File: src/cpc_pkg.sv
// Package for the cell port configuration register bank.
// Assumes a 16-bit register port addressed by word index.
package cpc_pkg;
    localparam logic [7:0]  ADDR_CAS0_LO      = 8'h29;
    localparam logic [7:0]  ADDR_CAS0_HI      = 8'h2a;
    localparam logic [7:0]  ADDR_CAS_IDLE     = 8'h2b;
    localparam logic [7:0]  ADDR_THR01        = 8'h2c;
    localparam logic [7:0]  ADDR_THR23        = 8'h2d;
    localparam logic [7:0]  ADDR_BUS_CFG      = 8'h28;
    localparam logic [15:0] RST_CAS0          = 16'hbbbb;
    localparam logic [15:0] RST_CAS_IDLE      = 16'h000d;
    localparam logic [15:0] RST_THR           = 16'h0fff;
    localparam logic [15:0] RST_BUS_CFG       = 16'h0000;
    localparam int          POS_MAP           = 0;
    localparam int          POS_MASTER        = 3;
    localparam int          POS_LEVEL         = 4;
    localparam int          POS_BASE          = 5;
    localparam int          POS_PRTY          = 10;
    localparam int          POS_RANGE         = 11;
    localparam logic [3:0]  CAS_IDLE_MASK     = 4'hf;
    localparam logic [2:0]  MAP_OFF           = 3'h0;
    localparam logic [2:0]  MAP_UDF           = 3'h1;
    localparam logic [2:0]  MAP_VCI_LO        = 3'h2;
    localparam logic [2:0]  MAP_VCI_HI        = 3'h3;
    localparam logic [2:0]  MAP_VPI           = 3'h4;
    localparam logic [2:0]  MAP_GFC           = 3'h5;

    typedef struct packed {
        logic [2:0] port_range;
        logic       parity_en;
        logic [4:0] base_addr;
        logic       level1;
        logic       master;
        logic [2:0] map_mode;
    } cpc_cfg_s;

    typedef struct packed {
        logic [7:0] addr;
        logic [15:0] wdata;
        logic       wr;
        logic       rd;
    } cpc_req_s;
endpackage : cpc_pkg

File: src/cpc_regs.sv
// Cell port configuration registers and the logic they steer.
// Assumes one clock, a single-cycle register port, header bytes supplied in order.
`timescale 1ns/1ns
// How it works
// RULE1: Port range used only for level 2 slave with mapping off.
// RULE2: Range 000 enables all eight, 001..111 enable ports 0..code-1.
// RULE3: Parity errors are flagged only while parity enable is set.
// RULE4: Five-bit base address sets PHY address; software keeps it zero at level 1.
// RULE5: Level bit 0 selects level 2; master bit 1 selects ATM master.
// RULE6: Source port number optionally written into header; code 000 disables.
// RULE7: Mapping code picks UDF, VCI low, VCI high, VPI or GFC field.
// RULE8: Four-bit frame-0 pattern per port; zeroed out for T1 ports.
// RULE9: Idle pattern drives unused transmit timeslots.
// RULE10: Eight-bit threshold per port, even port low byte, odd high byte.
// RULE11: Backpressure asserts when buffered count reaches the threshold.
module cpc_regs
(
    input  wire logic              mclk,
    input  wire logic              rst_b,
    input  wire cpc_pkg::cpc_req_s bus_req,
    output logic [15:0]            bus_rdata,
    input  wire logic [7:0]        t1_mode,
    input  wire logic [31:0]       cell_fill,
    output logic [3:0]             tx_bp,
    input  wire logic [4:0]        phy_addr,
    output logic                   phy_selected,
    input  wire logic [2:0]        poll_port,
    output logic                   port_enabled,
    input  wire logic              parity_err_raw,
    output logic                   parity_err,
    input  wire logic [2:0]        source_port_number,
    input  wire logic [5:0]        hdr_index,
    input  wire logic [7:0]        hdr_byte_in,
    output logic [7:0]             hdr_byte_out,
    input  wire logic              slot_unused,
    input  wire logic [3:0]        slot_sig_in,
    output logic [3:0]             slot_sig_out,
    output logic [31:0]            sig_frame0_pattern,
    output cpc_pkg::cpc_cfg_s      cfg
);
    logic [15:0] cas0_lo_reg;
    logic [15:0] cas0_hi_reg;
    logic [15:0] cas_idle_reg;
    logic [15:0] thr01_reg;
    logic [15:0] thr23_reg;
    logic [15:0] bus_cfg_reg;
    logic [15:0] rdata_next;
    logic        range_active;

    function automatic logic wr_hit(input cpc_pkg::cpc_req_s r, input logic [7:0] a);
        wr_hit = r.wr && (r.addr == a);
    endfunction : wr_hit

    // Three of the header fields sit in bits 3:1 of their byte
    function automatic logic [7:0] put_mid(input logic [7:0] b, input logic [2:0] p);
        put_mid = {b[7:4], p, b[0]};
    endfunction : put_mid

    // Configuration writes
    always_ff @(posedge mclk or negedge rst_b)
    begin
        if (!rst_b)
        begin
            cas0_lo_reg  <= cpc_pkg::RST_CAS0;
            cas0_hi_reg  <= cpc_pkg::RST_CAS0;
            cas_idle_reg <= cpc_pkg::RST_CAS_IDLE;
            thr01_reg    <= cpc_pkg::RST_THR;
            thr23_reg    <= cpc_pkg::RST_THR;
            bus_cfg_reg  <= cpc_pkg::RST_BUS_CFG;
        end
        else
        begin
            if (wr_hit(bus_req, cpc_pkg::ADDR_CAS0_LO))
                cas0_lo_reg <= bus_req.wdata;
            if (wr_hit(bus_req, cpc_pkg::ADDR_CAS0_HI))
                cas0_hi_reg <= bus_req.wdata;
            if (wr_hit(bus_req, cpc_pkg::ADDR_CAS_IDLE))
                cas_idle_reg <= {12'h000, bus_req.wdata[3:0]};
            if (wr_hit(bus_req, cpc_pkg::ADDR_THR01))
                thr01_reg <= bus_req.wdata; // [RULE10]
            if (wr_hit(bus_req, cpc_pkg::ADDR_THR23))
                thr23_reg <= bus_req.wdata; // [RULE10]
            if (wr_hit(bus_req, cpc_pkg::ADDR_BUS_CFG))
                bus_cfg_reg <= {1'b0, bus_req.wdata[14:0]};
        end
    end

    // Read mux; unmapped addresses read zero
    always_comb
    begin
        rdata_next = 16'h0000;
        case (bus_req.addr)
            cpc_pkg::ADDR_CAS0_LO:  rdata_next = cas0_lo_reg;
            cpc_pkg::ADDR_CAS0_HI:  rdata_next = cas0_hi_reg;
            cpc_pkg::ADDR_CAS_IDLE: rdata_next = cas_idle_reg;
            cpc_pkg::ADDR_THR01:    rdata_next = thr01_reg;
            cpc_pkg::ADDR_THR23:    rdata_next = thr23_reg;
            cpc_pkg::ADDR_BUS_CFG:  rdata_next = bus_cfg_reg;
            default:                rdata_next = 16'h0000;
        endcase
    end

    // Read data stands only in the cycle after the strobe
    always_ff @(posedge mclk or negedge rst_b)
    begin
        if (!rst_b)
            bus_rdata <= 16'h0000;
        else if (bus_req.rd)
            bus_rdata <= rdata_next;
        else
            bus_rdata <= 16'h0000;
    end

    always_comb
    begin
        cfg.map_mode   = bus_cfg_reg[cpc_pkg::POS_MAP +: 3];
        cfg.master     = bus_cfg_reg[cpc_pkg::POS_MASTER]; // [RULE5]
        cfg.level1     = bus_cfg_reg[cpc_pkg::POS_LEVEL];  // [RULE5]
        cfg.base_addr  = bus_cfg_reg[cpc_pkg::POS_BASE +: 5];
        cfg.parity_en  = bus_cfg_reg[cpc_pkg::POS_PRTY];
        cfg.port_range = bus_cfg_reg[cpc_pkg::POS_RANGE +: 3];
    end

    // Range limiting only applies to a level 2 slave without header mapping
    assign range_active = !cfg.level1 && !cfg.master && (cfg.map_mode == cpc_pkg::MAP_OFF); // [RULE1]

    always_ff @(posedge mclk or negedge rst_b)
    begin
        if (!rst_b)
        begin
            port_enabled <= 1'b0;
            phy_selected <= 1'b0;
            parity_err   <= 1'b0;
        end
        else
        begin
            if (!range_active || cfg.port_range == 3'h0)
                port_enabled <= 1'b1; // [RULE1] [RULE2]
            else
                port_enabled <= (poll_port < cfg.port_range); // [RULE2]
            // Master drives addresses itself, so it never answers as a PHY
            phy_selected <= !cfg.master && (phy_addr == cfg.base_addr); // [RULE4] [RULE5]
            parity_err   <= parity_err_raw && cfg.parity_en; // [RULE3]
        end
    end

    // Header byte rewrite; GFC and VPI[7:4] share byte 0, VCI[7:4] ends byte 2, byte 4 is UDF
    always_ff @(posedge mclk or negedge rst_b)
    begin
        if (!rst_b)
            hdr_byte_out <= 8'h00;
        else
        begin
            hdr_byte_out <= hdr_byte_in;
            case (cfg.map_mode) // [RULE6] [RULE7]
                cpc_pkg::MAP_UDF:
                    if (hdr_index == 6'h4)
                        hdr_byte_out <= {hdr_byte_in[7:3], source_port_number};
                cpc_pkg::MAP_VCI_LO:
                    if (hdr_index == 6'h2)
                        hdr_byte_out <= put_mid(hdr_byte_in, source_port_number);
                cpc_pkg::MAP_VCI_HI:
                    if (hdr_index == 6'h1)
                        hdr_byte_out <= put_mid(hdr_byte_in, source_port_number);
                cpc_pkg::MAP_VPI:
                    if (hdr_index == 6'h0)
                        hdr_byte_out <= put_mid(hdr_byte_in, source_port_number);
                cpc_pkg::MAP_GFC:
                    if (hdr_index == 6'h0)
                        hdr_byte_out <= {source_port_number, hdr_byte_in[4:0]};
                default:
                    hdr_byte_out <= hdr_byte_in;
            endcase
        end
    end

    // Idle timeslot fill
    always_ff @(posedge mclk or negedge rst_b)
    begin
        if (!rst_b)
            slot_sig_out <= 4'h0;
        else if (slot_unused)
            slot_sig_out <= cas_idle_reg[3:0] & cpc_pkg::CAS_IDLE_MASK; // [RULE9]
        else
            slot_sig_out <= slot_sig_in;
    end

    // Frame-0 patterns per port, forced to zero for T1 lines
    genvar gi;
    generate
        for (gi = 0; gi < 8; gi++)
        begin : g_sig
            always_ff @(posedge mclk or negedge rst_b)
            begin
                if (!rst_b)
                    sig_frame0_pattern[gi*4 +: 4] <= 4'h0;
                else if (t1_mode[gi])
                    sig_frame0_pattern[gi*4 +: 4] <= 4'h0; // [RULE8]
                else if (gi < 4)
                    sig_frame0_pattern[gi*4 +: 4] <= cas0_lo_reg[(gi%4)*4 +: 4]; // [RULE8]
                else
                    sig_frame0_pattern[gi*4 +: 4] <= cas0_hi_reg[(gi%4)*4 +: 4];
            end
        end
        for (gi = 0; gi < 4; gi++)
        begin : g_bp
            logic [7:0] thr;
            assign thr = (gi < 2) ? thr01_reg[(gi%2)*8 +: 8] : thr23_reg[(gi%2)*8 +: 8]; // [RULE10]
            always_ff @(posedge mclk or negedge rst_b)
            begin
                if (!rst_b)
                    tx_bp[gi] <= 1'b0;
                else
                    tx_bp[gi] <= (cell_fill[gi*8 +: 8] >= thr); // [RULE11]
            end
        end
    endgenerate
endmodule : cpc_regs

File: config.mk
export PLATFORM = sky130hd
export DESIGN_NAME = cpc_regs
export DESIGN_NICKNAME = d
export VERILOG_FILES = /design/src/cpc_pkg.sv /design/src/cpc_regs.sv
export SDC_FILE = /design/constraint.sdc
export NUM_CORES = 1
export LEC_CHECK = 0
export ABC_AREA = 1
export BUFFER_PORTS_ARGS = -buffer_cell sky130_fd_sc_hd__buf_2
export CAP_MARGIN = 20
export CORE_MARGIN = 2
export CORE_UTILIZATION = 35
export DETAILED_ROUTE_END_ITERATION = 8
export PLACE_DENSITY_LB_ADDON = 0.25
export SYNTH_ARGS = -nofsm -noshare
export SYNTH_HDL_FRONTEND = slang
export SYNTH_SLANG_ARGS = --single-unit
File: constraint.sdc
create_clock -name mclk -period 3.7 [get_ports mclk]
set_clock_uncertainty 0.1 [all_clocks]
set_input_delay 0.37 -clock mclk [delete_from_list [all_inputs] [get_ports mclk]]
set_output_delay 0.37 -clock mclk [all_outputs]
set_load 0.01 [all_outputs]
### After elaboration in Yosys (flattened, before gate mapping)

Index checks and enable logic that the tools add are counted.

* bits in registers: 150
* input port bits: 99
* output and inout bits: 81
* word-level logic and storage cells: 79

* magnitude comparators: 5
* eq/ne operators: 15
* mux-type cells: 18
* reductions and logical operators: 17

Operator list (count)
* one-hot mux 16 bit (6 select lines): 1
* equality test 8 x 6 -> 1 bit (second input constant): 6
* 2-to-1 mux 4 bit: 12
* one-hot mux 8 bit (5 select lines): 1
* greater-or-equal comparator 8 bit: 4
* 2-to-1 mux 16 bit: 1
* logical AND 1 bit: 10
* 2-to-1 mux 8 bit: 1
* equality test 3 x 2 -> 1 bit (second input constant): 2
* equality test 3 bit (second input constant): 2
* equality test 6 x 1 -> 1 bit (second input constant): 1
* equality test 6 x 2 -> 1 bit (second input constant): 1
* equality test 6 x 3 -> 1 bit (second input constant): 1
* zero test 3 bit: 2
* zero test 6 bit: 1
* equality test 5 bit: 1
* equality test 3 x 1 -> 1 bit (second input constant): 1
* zero test 1 bit: 3
* less-than comparator 3 bit: 1
* 2-to-1 mux 3 bit: 1
* logical OR 1 bit: 1
* 2-to-1 mux 1 bit: 1

### Logic depth before layout (Yosys ltp)

Gate-level depths: netlist of run 1.

* word-level depth: 6
* mapped depth: 9
* gate-level depth less buffers: 9

### Worst setup path after synthesis of run 1

Ideal clock, no wire load.

* path type: input-to-reg
* from: in bus_req[22] (netlist name)
* to: reg bus_cfg_reg[2]
* library setup time: 121 ps
* data arrival time: 1177 ps
* setup slack: 2301 ps
* stages: 8
* path buffers: 2
* cells stage by stage: inv_1 -> nand2_1 -> nor2_4 -> buf_6 -> nand3_1 -> buf_2 -> nand2_1 -> o21ai_1

* word-level cells in the longest chain between the ends: 2

Ends and longest elaborated chain
* from (decl): RTL line cpc_regs.sv:20 `input wire cpc_pkg::cpc_req_s bus_req,`
* equality test 8 x 6 -> 1 bit: RTL line cpc_regs.sv:51 `wr_hit = r.wr && (r.addr == a);`
* logical AND 1 bit: RTL line cpc_regs.sv:51
* to (signal assigned): RTL line cpc_regs.sv:69 `bus_cfg_reg <= cpc_pkg::RST_BUS_CFG;`
* to (signal assigned): RTL line cpc_regs.sv:84 `bus_cfg_reg <= {1'b0, bus_req.wdata[14:0]};`
* to (decl): RTL line cpc_regs.sv:46 `logic [15:0] bus_cfg_reg;`

No other way between the ends.
A chain may end at the register's enable or synchronous reset.

### Worst setup path after layout of run 1

* from: in bus_req[22] (netlist name)
* to: reg cas0_lo_reg[1]

* word-level cells in the longest chain between the ends: 2

Ends and longest elaborated chain
* equality test 8 x 6 -> 1 bit: RTL line cpc_regs.sv:51
* logical AND 1 bit: RTL line cpc_regs.sv:51
* to (signal assigned): RTL line cpc_regs.sv:64 `cas0_lo_reg <= cpc_pkg::RST_CAS0;`
* to (signal assigned): RTL line cpc_regs.sv:74 `cas0_lo_reg <= bus_req.wdata;`
* to (decl): RTL line cpc_regs.sv:41 `logic [15:0] cas0_lo_reg;`

No other way between the ends.

==> results of run 1 <==
## worst max-delay path by stage
stage	end	cells after the start	from
final	cas0_lo_reg[1]$_DFFE_PN1P_	7	bus_req[22]
after global routing	cas0_lo_reg[11]$_DFFE_PN1P_	7	bus_req[22]
after CTS	cas0_lo_reg[1]$_DFFE_PN1P_	7	bus_req[22]
after detailed placement	cas0_lo_reg[1]$_DFFE_PN1P_	7	bus_req[22]
after global placement	cas0_lo_reg[12]$_DFFE_PN1P_	7	bus_req[22]
after floorplan	bus_cfg_reg[2]$_DFFE_PN0P_	8	bus_req[22]
## Yosys cell counts, types with 15 or more instances
cell     count  area [um^2]
nand2_1    156          586
buf_2       15         75.1
ha_1        34          425
o21ai_0     76          380
dfrtp_1     99         2480
o21ai_1     26          130
dfstp_2     51         1340
nand4_1     17          106
inv_1      122          458
nand3_1     98          490
a21oi_1     22          110
buf_4       23          173
nor2_1      84          315
## layout make-up
type                    count  area, um^2
diodes                      1        2.50
clock buffers              29         532
clock inverters             3        42.5
fillers                  2144       11900
inverters                 124         465
multi-input cells         549        2850
flip-flops and latches    150        3820
well taps                 275         344
repair buffers            185         965
## power breakdown
group	switching [uW]	leakage [uW]	internal, uW	total (uW)
Sequential	53.5	0.00180	1760	1810
Clock	658	0.000277	1040	1700
Combinational	263	0.00250	156	419
## metal layers
metal	wire length (um)	vias to the layer above	GRT usage, %
li1	-	3102	-
met1	10000	2808	27.8
met2	8650	196	27.2
met3	1270	24	3.51
met4	333	2	6.18
met5	7	-	0
## cell families after synthesis
| group | share of synthesized area (%) |
|---|---|
| XOR/XNOR | 0.470 |
| AND/OR/NAND/NOR | 22.2 |
| AO/OA/AOI/OAI | 9.29 |
| buffers and inverters | 10.6 |
| adder cells (fa/ha/maj) | 5.70 |
| flip-flops | 51.2 |
| multiplexers | 0.604 |
## critical path, delay by kind of cell
kind / cells / cell delay [ps]
AND/OR/NAND/NOR: 3 / 880
buffers and inverters: 3 / 750
AO/OA/AOI/OAI: 1 / 400
## cell usage in the layout (no fill, tap or decap)
cell,instances
a21oi_1,22
buf_12,1
buf_2,178
buf_4,3
buf_6,1
bufinv_16,1
clkbuf_1,7
clkbuf_16,18
clkbuf_8,4
clkinv_2,1
clkinvlp_4,1
dfrtp_1,99
dfstp_2,51
diode_2,1
dlygate4sd3_1,2
ha_1,34
inv_1,122
inv_2,2
mux2_2,4
nand2_1,156
nand2_2,4
nand3_1,98
nand3_2,2
nand4_1,17
nor2_1,84
nor2_2,2
nor2_4,7
nor3_1,3
o2111ai_1,4
o211ai_1,2
o21a_1,3
o21ai_0,76
o21ai_1,26
or2_2,1
xnor2_1,1
xor2_1,3
## metrics by stage
| stage | total power [uW] | instance area (um^2) | utilization [%] | hold slack, ps |
|---|---|---|---|---|
| finish | 3920 | 9020 | 43.1 | 31.2 |
| detailed placement | 2260 | 8430 | 40.2 | 345 |
| global route | 4110 | 9020 | 43.1 | 25.3 |
| global placement | 2250 | 8430 | 40.2 | 342 |
| CTS | 3960 | 9020 | 43.0 | 17.0 |
| floorplan | 2050 | 7460 | - | -25.6 |
==> results.txt, run 1 <==
Grt ovf -> 0
Drt drc -> 0
Setup-failing EPs final -> 0
Placed Cells -> 1281
CTS Buf Count -> 17
Clock sinks -> 150
R2R Path Start -> bus_cfg_reg[0]$_DFFE_PN0P_
Peak VDD IR -> 0.000179 V
Initial antenna violation count -> 2
Cell count after synthesis -> 869
Seq/Total Area, Yosys -> 51.2%
Post-synth top flop -> dfrtp_1
PwrDens -> 435 nW/um^2
Detailed Routing Iterations Pass 1 -> 5
Critical Path RT -> 3930 ps
Syn-to-layout area delta -> 20.9%
Synth Cell Area -> 7460 um^2
Vias in the first global route -> 5789
Max reg flops -> 32
Biggest register -> sig_frame0_pattern
Pin count of the biggest net entering global routing -> 78
Core Box Area -> 21000 um^2
Final WL -> 20300 um
Slew @ Worst Pin -> 779 ps
Die height -> 150 um
Initial drt markers -> 482
Later-pin clock latency in the skew report -> 430 ps
Max-Cap Viols -> 0
Worst slew margin -> 47.9%
CP Launch Type -> primary input
Initial core utilization -> 35.6%
Final min period -> 2200 ps
Tcrit/Tclk final -> 59.5%
Worst-path fanout max -> 77
First-pass GRT wire length -> 32000 um
Via count -> 6132
Total Neg Setup Slack -> 0 ps
Min-Delay Path Depth -> 2
Synthesized Nets -> 1002
Detailed placer's ending HPWL -> 15400 um
Hold violation count in the final report -> 0
CTS Hold Bufs -> 2
Die area -> 22500 um^2
F_max -> 454 MHz
Rows -> 53
Cell leakage power -> 0.00458 uW
Synth Register Bits -> 150
Critical-path top delay cell -> nand3_2
Syn_area_per_cell -> 8.59 um^2
Nets -> 1160
Wire per inst -> 15.4 um
Final Max Slew Viols -> 0
DIE WIDTH -> 150 um
DRT antenna net count -> 0
Netlist cell types -> 29
CTS clk-pin slew, worst paths -> 60 ps
Finished Layout Cells -> 1316
Max clock buf depth -> 2
GRT Util Overall -> 18.7%
YS warnings -> 0
H-tree depth -> 4
Dpl ws -> 1070 ps
CP arrival -> 2430 ps
Clk root buf -> clkbuf_16
HP Class -> primary input to flip-flop
Critical path class -> primary input to flip-flop
Register-to-Register Path Depth -> 7
TritonCTS clock tree -> built
CTS resizes -> 0
Slowest stage delay, CP -> 660 ps
Final worst slack -> 1500 ps
FFs w/ async S/R, synth -> 100%
R2r setup slk -> 2100 ps
Post-synth EDFFs -> 0
Routability cong. -> 0.859
Critical-path cell list -> buf_2, inv_1, nand2_1, nor2_4, buf_4, nand3_2, o21ai_0
WHS Endpoint -> sig_frame0_pattern[0]$_DFF_PN0_
Setup Buffers After CTS -> 0
Unrepaired setup endpoints after global routing -> false
I/O Buffers -> 179
I/O Pins -> 180
Worst hold start -> t1_mode[0]
Worst setup EP type -> flip-flop
Outcome -> finished clean
Fraction of layout cells with a size suffix above 1 -> 27.0%
Worst reg2reg endpoint -> hdr_byte_out[1]$_DFF_PN0_
Via/cell ratio -> 4.66
(Power assumes the default switching activity.)
==> run 2: changes to the inputs <==
Clock period 3.7 ns to 2 ns, I/O delays scaled along.
==> run 2 against run 1 <==
Effect of this change: final area up 6.0%; cell count rose by 4.2%; core utilization up 2.6 points; hold slack got worse by 13 ps; clock-buffer cell count shrank 1; via count increased by 4.6%; non-clock buffer count up 56; sequential cell count unchanged; sequential share of layout area is 2.4 points lower; worst setup slack got worse by 1400 ps; largest power group unchanged.
==> results.txt, run 2 (synthesis results as in run 1) <==
Final min period -> 1880 ps
WHS Endpoint -> phy_selected$_DFF_PN0_
Number of diodes -> 0 (-1)
Clock sinks -> 150 (unchanged)
Later-pin clock latency in the skew report -> 430 ps (about the same)
PwrDens -> 758 nW/um^2 (+74%)
Critical-path cell list -> inv_1, nand2_1, inv_1, nand2_1, nor2_4, nor2_1, a21oi_1, dlygate4sd3_1
Grt ovf -> 0 (unchanged)
Routability cong. -> 0.874 (+1.7%)
Worst setup EP type -> flip-flop
F_max -> 532 MHz
Vias in the first global route -> 6191 (+6.9%)
Initial drt markers -> 500 (+3.7%)
Final WL -> 21400 um (+5.5%)
Met2 Usage GRT -> 29.1% (+1.8 points)
Detailed Routing Iterations Pass 1 -> 6 (+1)
R2R Path Start -> bus_cfg_reg[1]$_DFFE_PN0P_
Setup Buffers After CTS -> 0 (unchanged)
Initial core utilization -> 35.6% (unchanged)
GRT met3 Usage -> 2.80% (-0.70 points)
Commonest non-fill, non-tap cell in the layout -> buf_2
Tot Pwr -> 7250 uW (+85%)
Critical-path top delay cell -> dlygate4sd3_1
Cell leakage power -> 0.00482 uW (+5.4%)
Die height -> 150 um (unchanged)
P_sw -> 1830 uW (+88%)
CTS clk-pin slew, worst paths -> 60 ps (about the same)
GRT Max-Usage Layer -> met1
CP Launch Type -> flip-flop
Nets -> 1216 (+4.8%)
Sequential Power Share -> 46.3% (+0.2 points)
Unrepaired setup endpoints after global routing -> false
Core Box Area -> 21000 um^2 (unchanged)
Worst hold start -> phy_addr[1]
Hold violation count in the final report -> 0 (unchanged)
Internal power -> 5420 uW (+84%)
DIE WIDTH -> 150 um (unchanged)
Buf+Inv Stages, Crit Path -> 3 (unchanged)
Max clock buf depth -> 2 (unchanged)
Via/cell ratio -> 4.68 (+0.45%)
Setup-failing EPs final -> 0 (unchanged)
Slowest stage delay, CP -> 550 ps (-110 ps)
Sw Ratio -> 25.3% (+0.42 points)
Global routing usage on met1 -> 29.1% (+1.3 points)
CP arrival -> 2140 ps (-290 ps)
Slew @ Worst Pin -> 559 ps (-220 ps)
Biggest register -> sig_frame0_pattern
Combinational share of power -> 12.0% (+1.3 points)
TritonCTS clock tree -> built
First-pass GRT wire length -> 33800 um (+5.6%)
Outcome -> finished clean
Rows -> 53 (unchanged)
Clock network power share -> 41.8% (-1.4 points)
Drt drc -> 0 (unchanged)
Critical Path RT -> 2260 ps (-1670 ps)
Initial antenna violation count -> 0 (-2)
I/O Buffers -> 179 (unchanged)
Die area -> 22500 um^2 (unchanged)
R2r setup slk -> 120 ps (-1980 ps)
GRT Util Overall -> 19.5% (+0.82 points)
H-tree depth -> 4 (unchanged)
Pin count of the biggest net entering global routing -> 57 (-27%)
Worst slew margin -> 62.8% (+15 points)
Worst-path fanout max -> 7 (-91%)
DRT antenna net count -> 0 (unchanged)
Register-to-Register Path Depth -> 8 (+1)
Worst reg2reg endpoint -> hdr_byte_out[7]$_DFF_PN0_
Max-Cap Viols -> 0 (unchanged)
Hold WS -> 18.0 ps (-13.1 ps)
Peak VDD IR -> 0.000384 V (+110%)
Max reg flops -> 32 (unchanged)
Syn-to-layout area delta -> 28.2%
Via count -> 6417 (+4.6%)
Tcrit/Tclk final -> 93.9%
Wire per inst -> 15.6 um (+1.3%)
Final Max Slew Viols -> 0 (unchanged)
Clk root buf -> clkbuf_16
Most frequent cells in the layout -> 178 x buf_2, 156 x nand2_1, 122 x inv_1
Min-Delay Path Depth -> 4 (+2)
HP Class -> primary input to flip-flop
CTS Buf Count -> 17 (unchanged)
Detailed placer's ending HPWL -> 16100 um (+4.6%)
CP top delay family -> buffers and inverters
I/O Pins -> 180 (unchanged)
Fraction of layout cells with a size suffix above 1 -> 27.1% (+0.079 points)
Critical path class -> flip-flop to flip-flop
Total Neg Setup Slack -> 0 ps (unchanged)
run 2: cell types whose count changed in the layout (fill, tap and decap cells not counted):
cell	delta
nor2_4	+1
clkbuf_8	-1
clkbuf_1	+1
clkbuf_16	-1
dlygate4sd3_1	+41
buf_4	+12
buf_12	+3
nor2_1	-1
dfrtp_1	-1
clkinvlp_4	+1
dfrtp_2	+1
diode_2	-1
run 2: final cells by class:
cell class / count / area [um^2]
fillers: 2107 / 11400
flip-flops and latches: 150 / 3820
multi-input cells: 549 / 2860
repair buffers: 241 / 1530
clock buffers: 28 / 497
inverters: 124 / 465
well taps: 275 / 344
clock inverters: 4 / 50.0
run 2: worst max path at each step:
stage          slack (ps)                       start  cells after the start                          end
3_5_place_dp          210                 bus_req[22]                      9   cas0_hi_reg[1]$_DFFE_PN1P_
4_1_cts                40  bus_cfg_reg[1]$_DFFE_PN0P_                      8    hdr_byte_out[7]$_DFF_PN0_
3_3_place_gp          260                 bus_req[22]                      8  cas0_hi_reg[10]$_DFFE_PN0P_
6_report              120  bus_cfg_reg[1]$_DFFE_PN0P_                      8    hdr_byte_out[7]$_DFF_PN0_
2_1_floorplan         610    thr01_reg[3]$_DFFE_PN1P_                      6           tx_bp[0]$_DFF_PN0_
5_1_grt                 4  bus_cfg_reg[1]$_DFFE_PN0P_                      8    hdr_byte_out[7]$_DFF_PN0_
run 2: per-layer routing:
metal,part of all wire (%),up-vias
li1,-,3222
met1,49,2949
met2,43,229
met3,5.8,17
met4,1.5,0
met5,0,-
run 2: what timing repair did:
item / 4_1_cts / 5_1_grt
resized for setup: 0 / 3
endpoints found under the hold margin: 103 / 0
hold buffers: 43 / 0
endpoints found under the setup margin: 0 / 1
run 2: tightest hold or removal path, stage by stage:
cell	delay (ps)
buf_2	80
xnor2_1	50
nand4_1	110
nor3_1	50
run 2: power groups by stage:
| stage | Combinational (uW) | Clock, uW | Sequential (uW) |
|---|---|---|---|
| after detailed placement | 808 | 0 | 3400 |
| after global placement | 796 | 0 | 3400 |
| after global routing | 986 | 3220 | 3370 |
| final | 868 | 3030 | 3350 |
| after CTS | 878 | 3080 | 3350 |
| after floorplan | 392 | 0 | 3400 |
run 2: through the flow:
stage	area, um^2	cells	utilization, %	setup slack (ps)
global placement	8580	1296	40.9	255
floorplan	7460	869	-	606
CTS	9550	1371	45.6	35.7
finish	9560	1371	45.6	122
detailed placement	8580	1296	40.9	207
global route	9560	1371	45.6	3.78
==> run 3: changes to the inputs <==
Settings changed: RECOVER_POWER set to 100.
==> run 3 against run 2 <==
Effect of this change: power decreased by 0.66%; non-clock buffer count did not move; highest routed layer unchanged; register-to-register slack barely moved; critical path type unchanged; via count is 0.31% higher; hold slack got worse by 5.7 ps; critical path depth is 1 lower; sequential power hardly changed; clock-buffer cell count stayed put; final area shrank 1.8%; sequential share of layout area is 0.73 points higher; global-route usage unchanged; first-iteration DRC count rose by 2.8%.
==> results.txt, run 3 (synthesis results as in run 1) <==
Routability cong. -> 0.874 (unchanged)
Initial antenna violation count -> 0 (unchanged)
Max reg flops -> 32 (unchanged)
Critical path class -> flip-flop to flip-flop
Hold violation count in the final report -> 0 (unchanged)
Most frequent cells in the layout -> 159 x nand2_1, 123 x inv_1, 98 x nand3_1, 98 x dfrtp_1, 96 x buf_2
Worst reg2reg endpoint -> hdr_byte_out[7]$_DFF_PN0_
Met2 wire len -> 9290 um (+0.57%)
Die area -> 22500 um^2 (unchanged)
Via/cell ratio -> 4.70 (+0.31%)
Fraction of layout cells with a size suffix above 1 -> 17.4% (-9.7 points)
Initial drt markers -> 514 (+2.8%)
Detailed Routing Iterations Pass 1 -> 5 (-1)
Tcrit/Tclk final -> 94.1% (+0.17 points)
CTS Buf Count -> 17 (unchanged)
Final WL -> 21500 um (+0.37%)
I/O Buffers -> 179 (unchanged)
Nets -> 1216 (unchanged)
Slew @ Worst Pin -> 1330 ps (+769 ps)
Combinational share of power -> 11.6% (-0.4 points)
Sw Ratio -> 25.2% (about the same)
GRT Util Overall -> 19.5% (unchanged)
Vias in the first global route -> 6191 (unchanged)
Wire per inst -> 15.6 um (+0.37%)
Pin count of the biggest net entering global routing -> 57 (unchanged)
I/O Pins -> 180 (unchanged)
Grt ovf -> 0 (unchanged)
PwrDens -> 767 nW/um^2 (+1.2%)
Clock sinks -> 150 (unchanged)
Unrepaired setup endpoints after global routing -> false
Worst setup EP type -> flip-flop
Outcome -> finished clean
Die height -> 150 um (unchanged)
Hold WS -> 12.4 ps (-5.65 ps)
Peak VDD IR -> 0.000383 V (-0.11%)
Clock network power share -> 41.9% (about the same)
Via count -> 6437 (+0.31%)
Top Layer Used -> met4
Register-to-Register Path Depth -> 7 (-1)
Max clock buf depth -> 2 (unchanged)
Finished Layout Cells -> 1371 (unchanged)
Worst-path fanout max -> 7 (unchanged)
DRT met1 WL -> 10400 um (-1.3%)
TritonCTS clock tree -> built
Setup-failing EPs final -> 0 (unchanged)
First-pass GRT wire length -> 33800 um (unchanged)
Cell leakage power -> 0.00449 uW (-6.8%)
DIE WIDTH -> 150 um (unchanged)
HP Class -> primary input to flip-flop
P_sw -> 1820 uW (-0.69%)
Number of diodes -> 0 (unchanged)
Biggest register -> sig_frame0_pattern
Placed Cells -> 1296 (unchanged)
Max-Cap Viols -> 0 (unchanged)
DRT antenna net count -> 0 (unchanged)
H-tree depth -> 4 (unchanged)
Worst setup path start -> bus_cfg_reg[2]$_DFFE_PN0P_
Total Neg Setup Slack -> 0 ps (unchanged)
F_max -> 531 MHz (-0.18%)
Fin area -> 9390 um^2 (-1.8%)
Final Max Slew Viols -> 0 (unchanged)
Drt drc -> 0 (unchanged)
CTS clk-pin slew, worst paths -> 60 ps (about the same)
Clk root buf -> clkbuf_16
CP arrival -> 2140 ps (about the same)
Rows -> 53 (unchanged)
Worst slew margin -> 11.5% (-51 points)
Sequential Power Share -> 46.5% (+0.2 points)
Internal power -> 5380 uW (-0.65%)
Final min period -> 1880 ps (+3.45 ps)
Critical Path RT -> 2260 ps (about the same)
Detailed placer's ending HPWL -> 16100 um (unchanged)
Met3 Routed Length -> 1380 um (+11%)
Syn-to-layout area delta -> 25.9%
Later-pin clock latency in the skew report -> 420 ps (about the same)
R2R Path Start -> bus_cfg_reg[2]$_DFFE_PN0P_
Core Box Area -> 21000 um^2 (unchanged)
Commonest non-fill, non-tap cell in the layout -> nand2_1
CP Launch Type -> flip-flop
Initial core utilization -> 35.6% (unchanged)
Cell Area, Placed -> 8580 um^2 (unchanged)
R2r setup slk -> 120 ps (about the same)
CP Capture Point -> hdr_byte_out[7]$_DFF_PN0_
-- run 3: changes by cell type in the layout (fill, tap and decap cells not counted), sizes merged --
cell    before  now
buf        198  108
clkbuf      28  118
-- run 3: how the worst min path moves through the flow --
stage | start | to | slack [ps] | cells past startpoint
final | poll_port[0] | port_enabled$_DFF_PN0_ | 10 | 4
after global routing | source_port_number[1] | hdr_byte_out[6]$_DFF_PN0_ | 10 | 3
after CTS | poll_port[0] | port_enabled$_DFF_PN0_ | 4 | 4
after detailed placement | rst_b | slot_sig_out[2]$_DFF_PN0_ | 110 | 1
after global placement | rst_b | slot_sig_out[0]$_DFF_PN0_ | 110 | 1
after floorplan | rst_b | bus_cfg_reg[0]$_DFFE_PN0P_ | -200 | 0
-- run 3: layout make-up --
cell class                      count  area (um^2)
Multi-Input combinational cell    549         2830
Fill cell                        2161        11600
Tap cell                          275          344
Clock inverter                      4         50.0
Inverter                          124          465
Timing Repair Buffer              241         1390
Clock buffer                       28          497
Sequential cell                   150         3820
-- run 3: what timing repair did --
action / 4_1_cts / 5_1_grt
resized for setup: 0 / 3
hold buffers: 43 / 0
endpoints found under the setup margin: 0 / 1
buffers inserted: 0 / 0
endpoints found under the hold margin: 103 / 0
-- run 3: power by group through the flow --
stage / Sequential, uW / Combinational, uW / Clock (uW)
6_report: 3350 / 833 / 3020
3_3_place_gp: 3400 / 796 / 0
2_1_floorplan: 3400 / 392 / 0
4_1_cts: 3350 / 878 / 3080
3_5_place_dp: 3400 / 808 / 0
5_1_grt: 3370 / 952 / 3220
-- run 3: layer usage --
metal	vias up	global-route usage, %
met5	-	0
met4	0	6.37
met3	21	2.80
met2	216	29.1
met1	2979	29.1
li1	3221	-
-- run 3: metrics by stage --
step | utilization, % | total power [uW] | worst slack [ps]
3_3_place_gp | 40.9 | 4200 | 255
3_5_place_dp | 40.9 | 4210 | 207
5_1_grt | 44.8 | 7540 | 3.56
2_1_floorplan | - | 3790 | 606
6_report | 44.8 | 7200 | 118
4_1_cts | 45.6 | 7310 | 35.7
-- run 3: critical path: stages (launching register included) --
cell and delay (ps):
dfrtp_1 500, nand2_1 150, inv_1 90, nand2_1 100
nor2_4 160, nor2_1 50, a21oi_1 110, dlygate4sd3_1 550
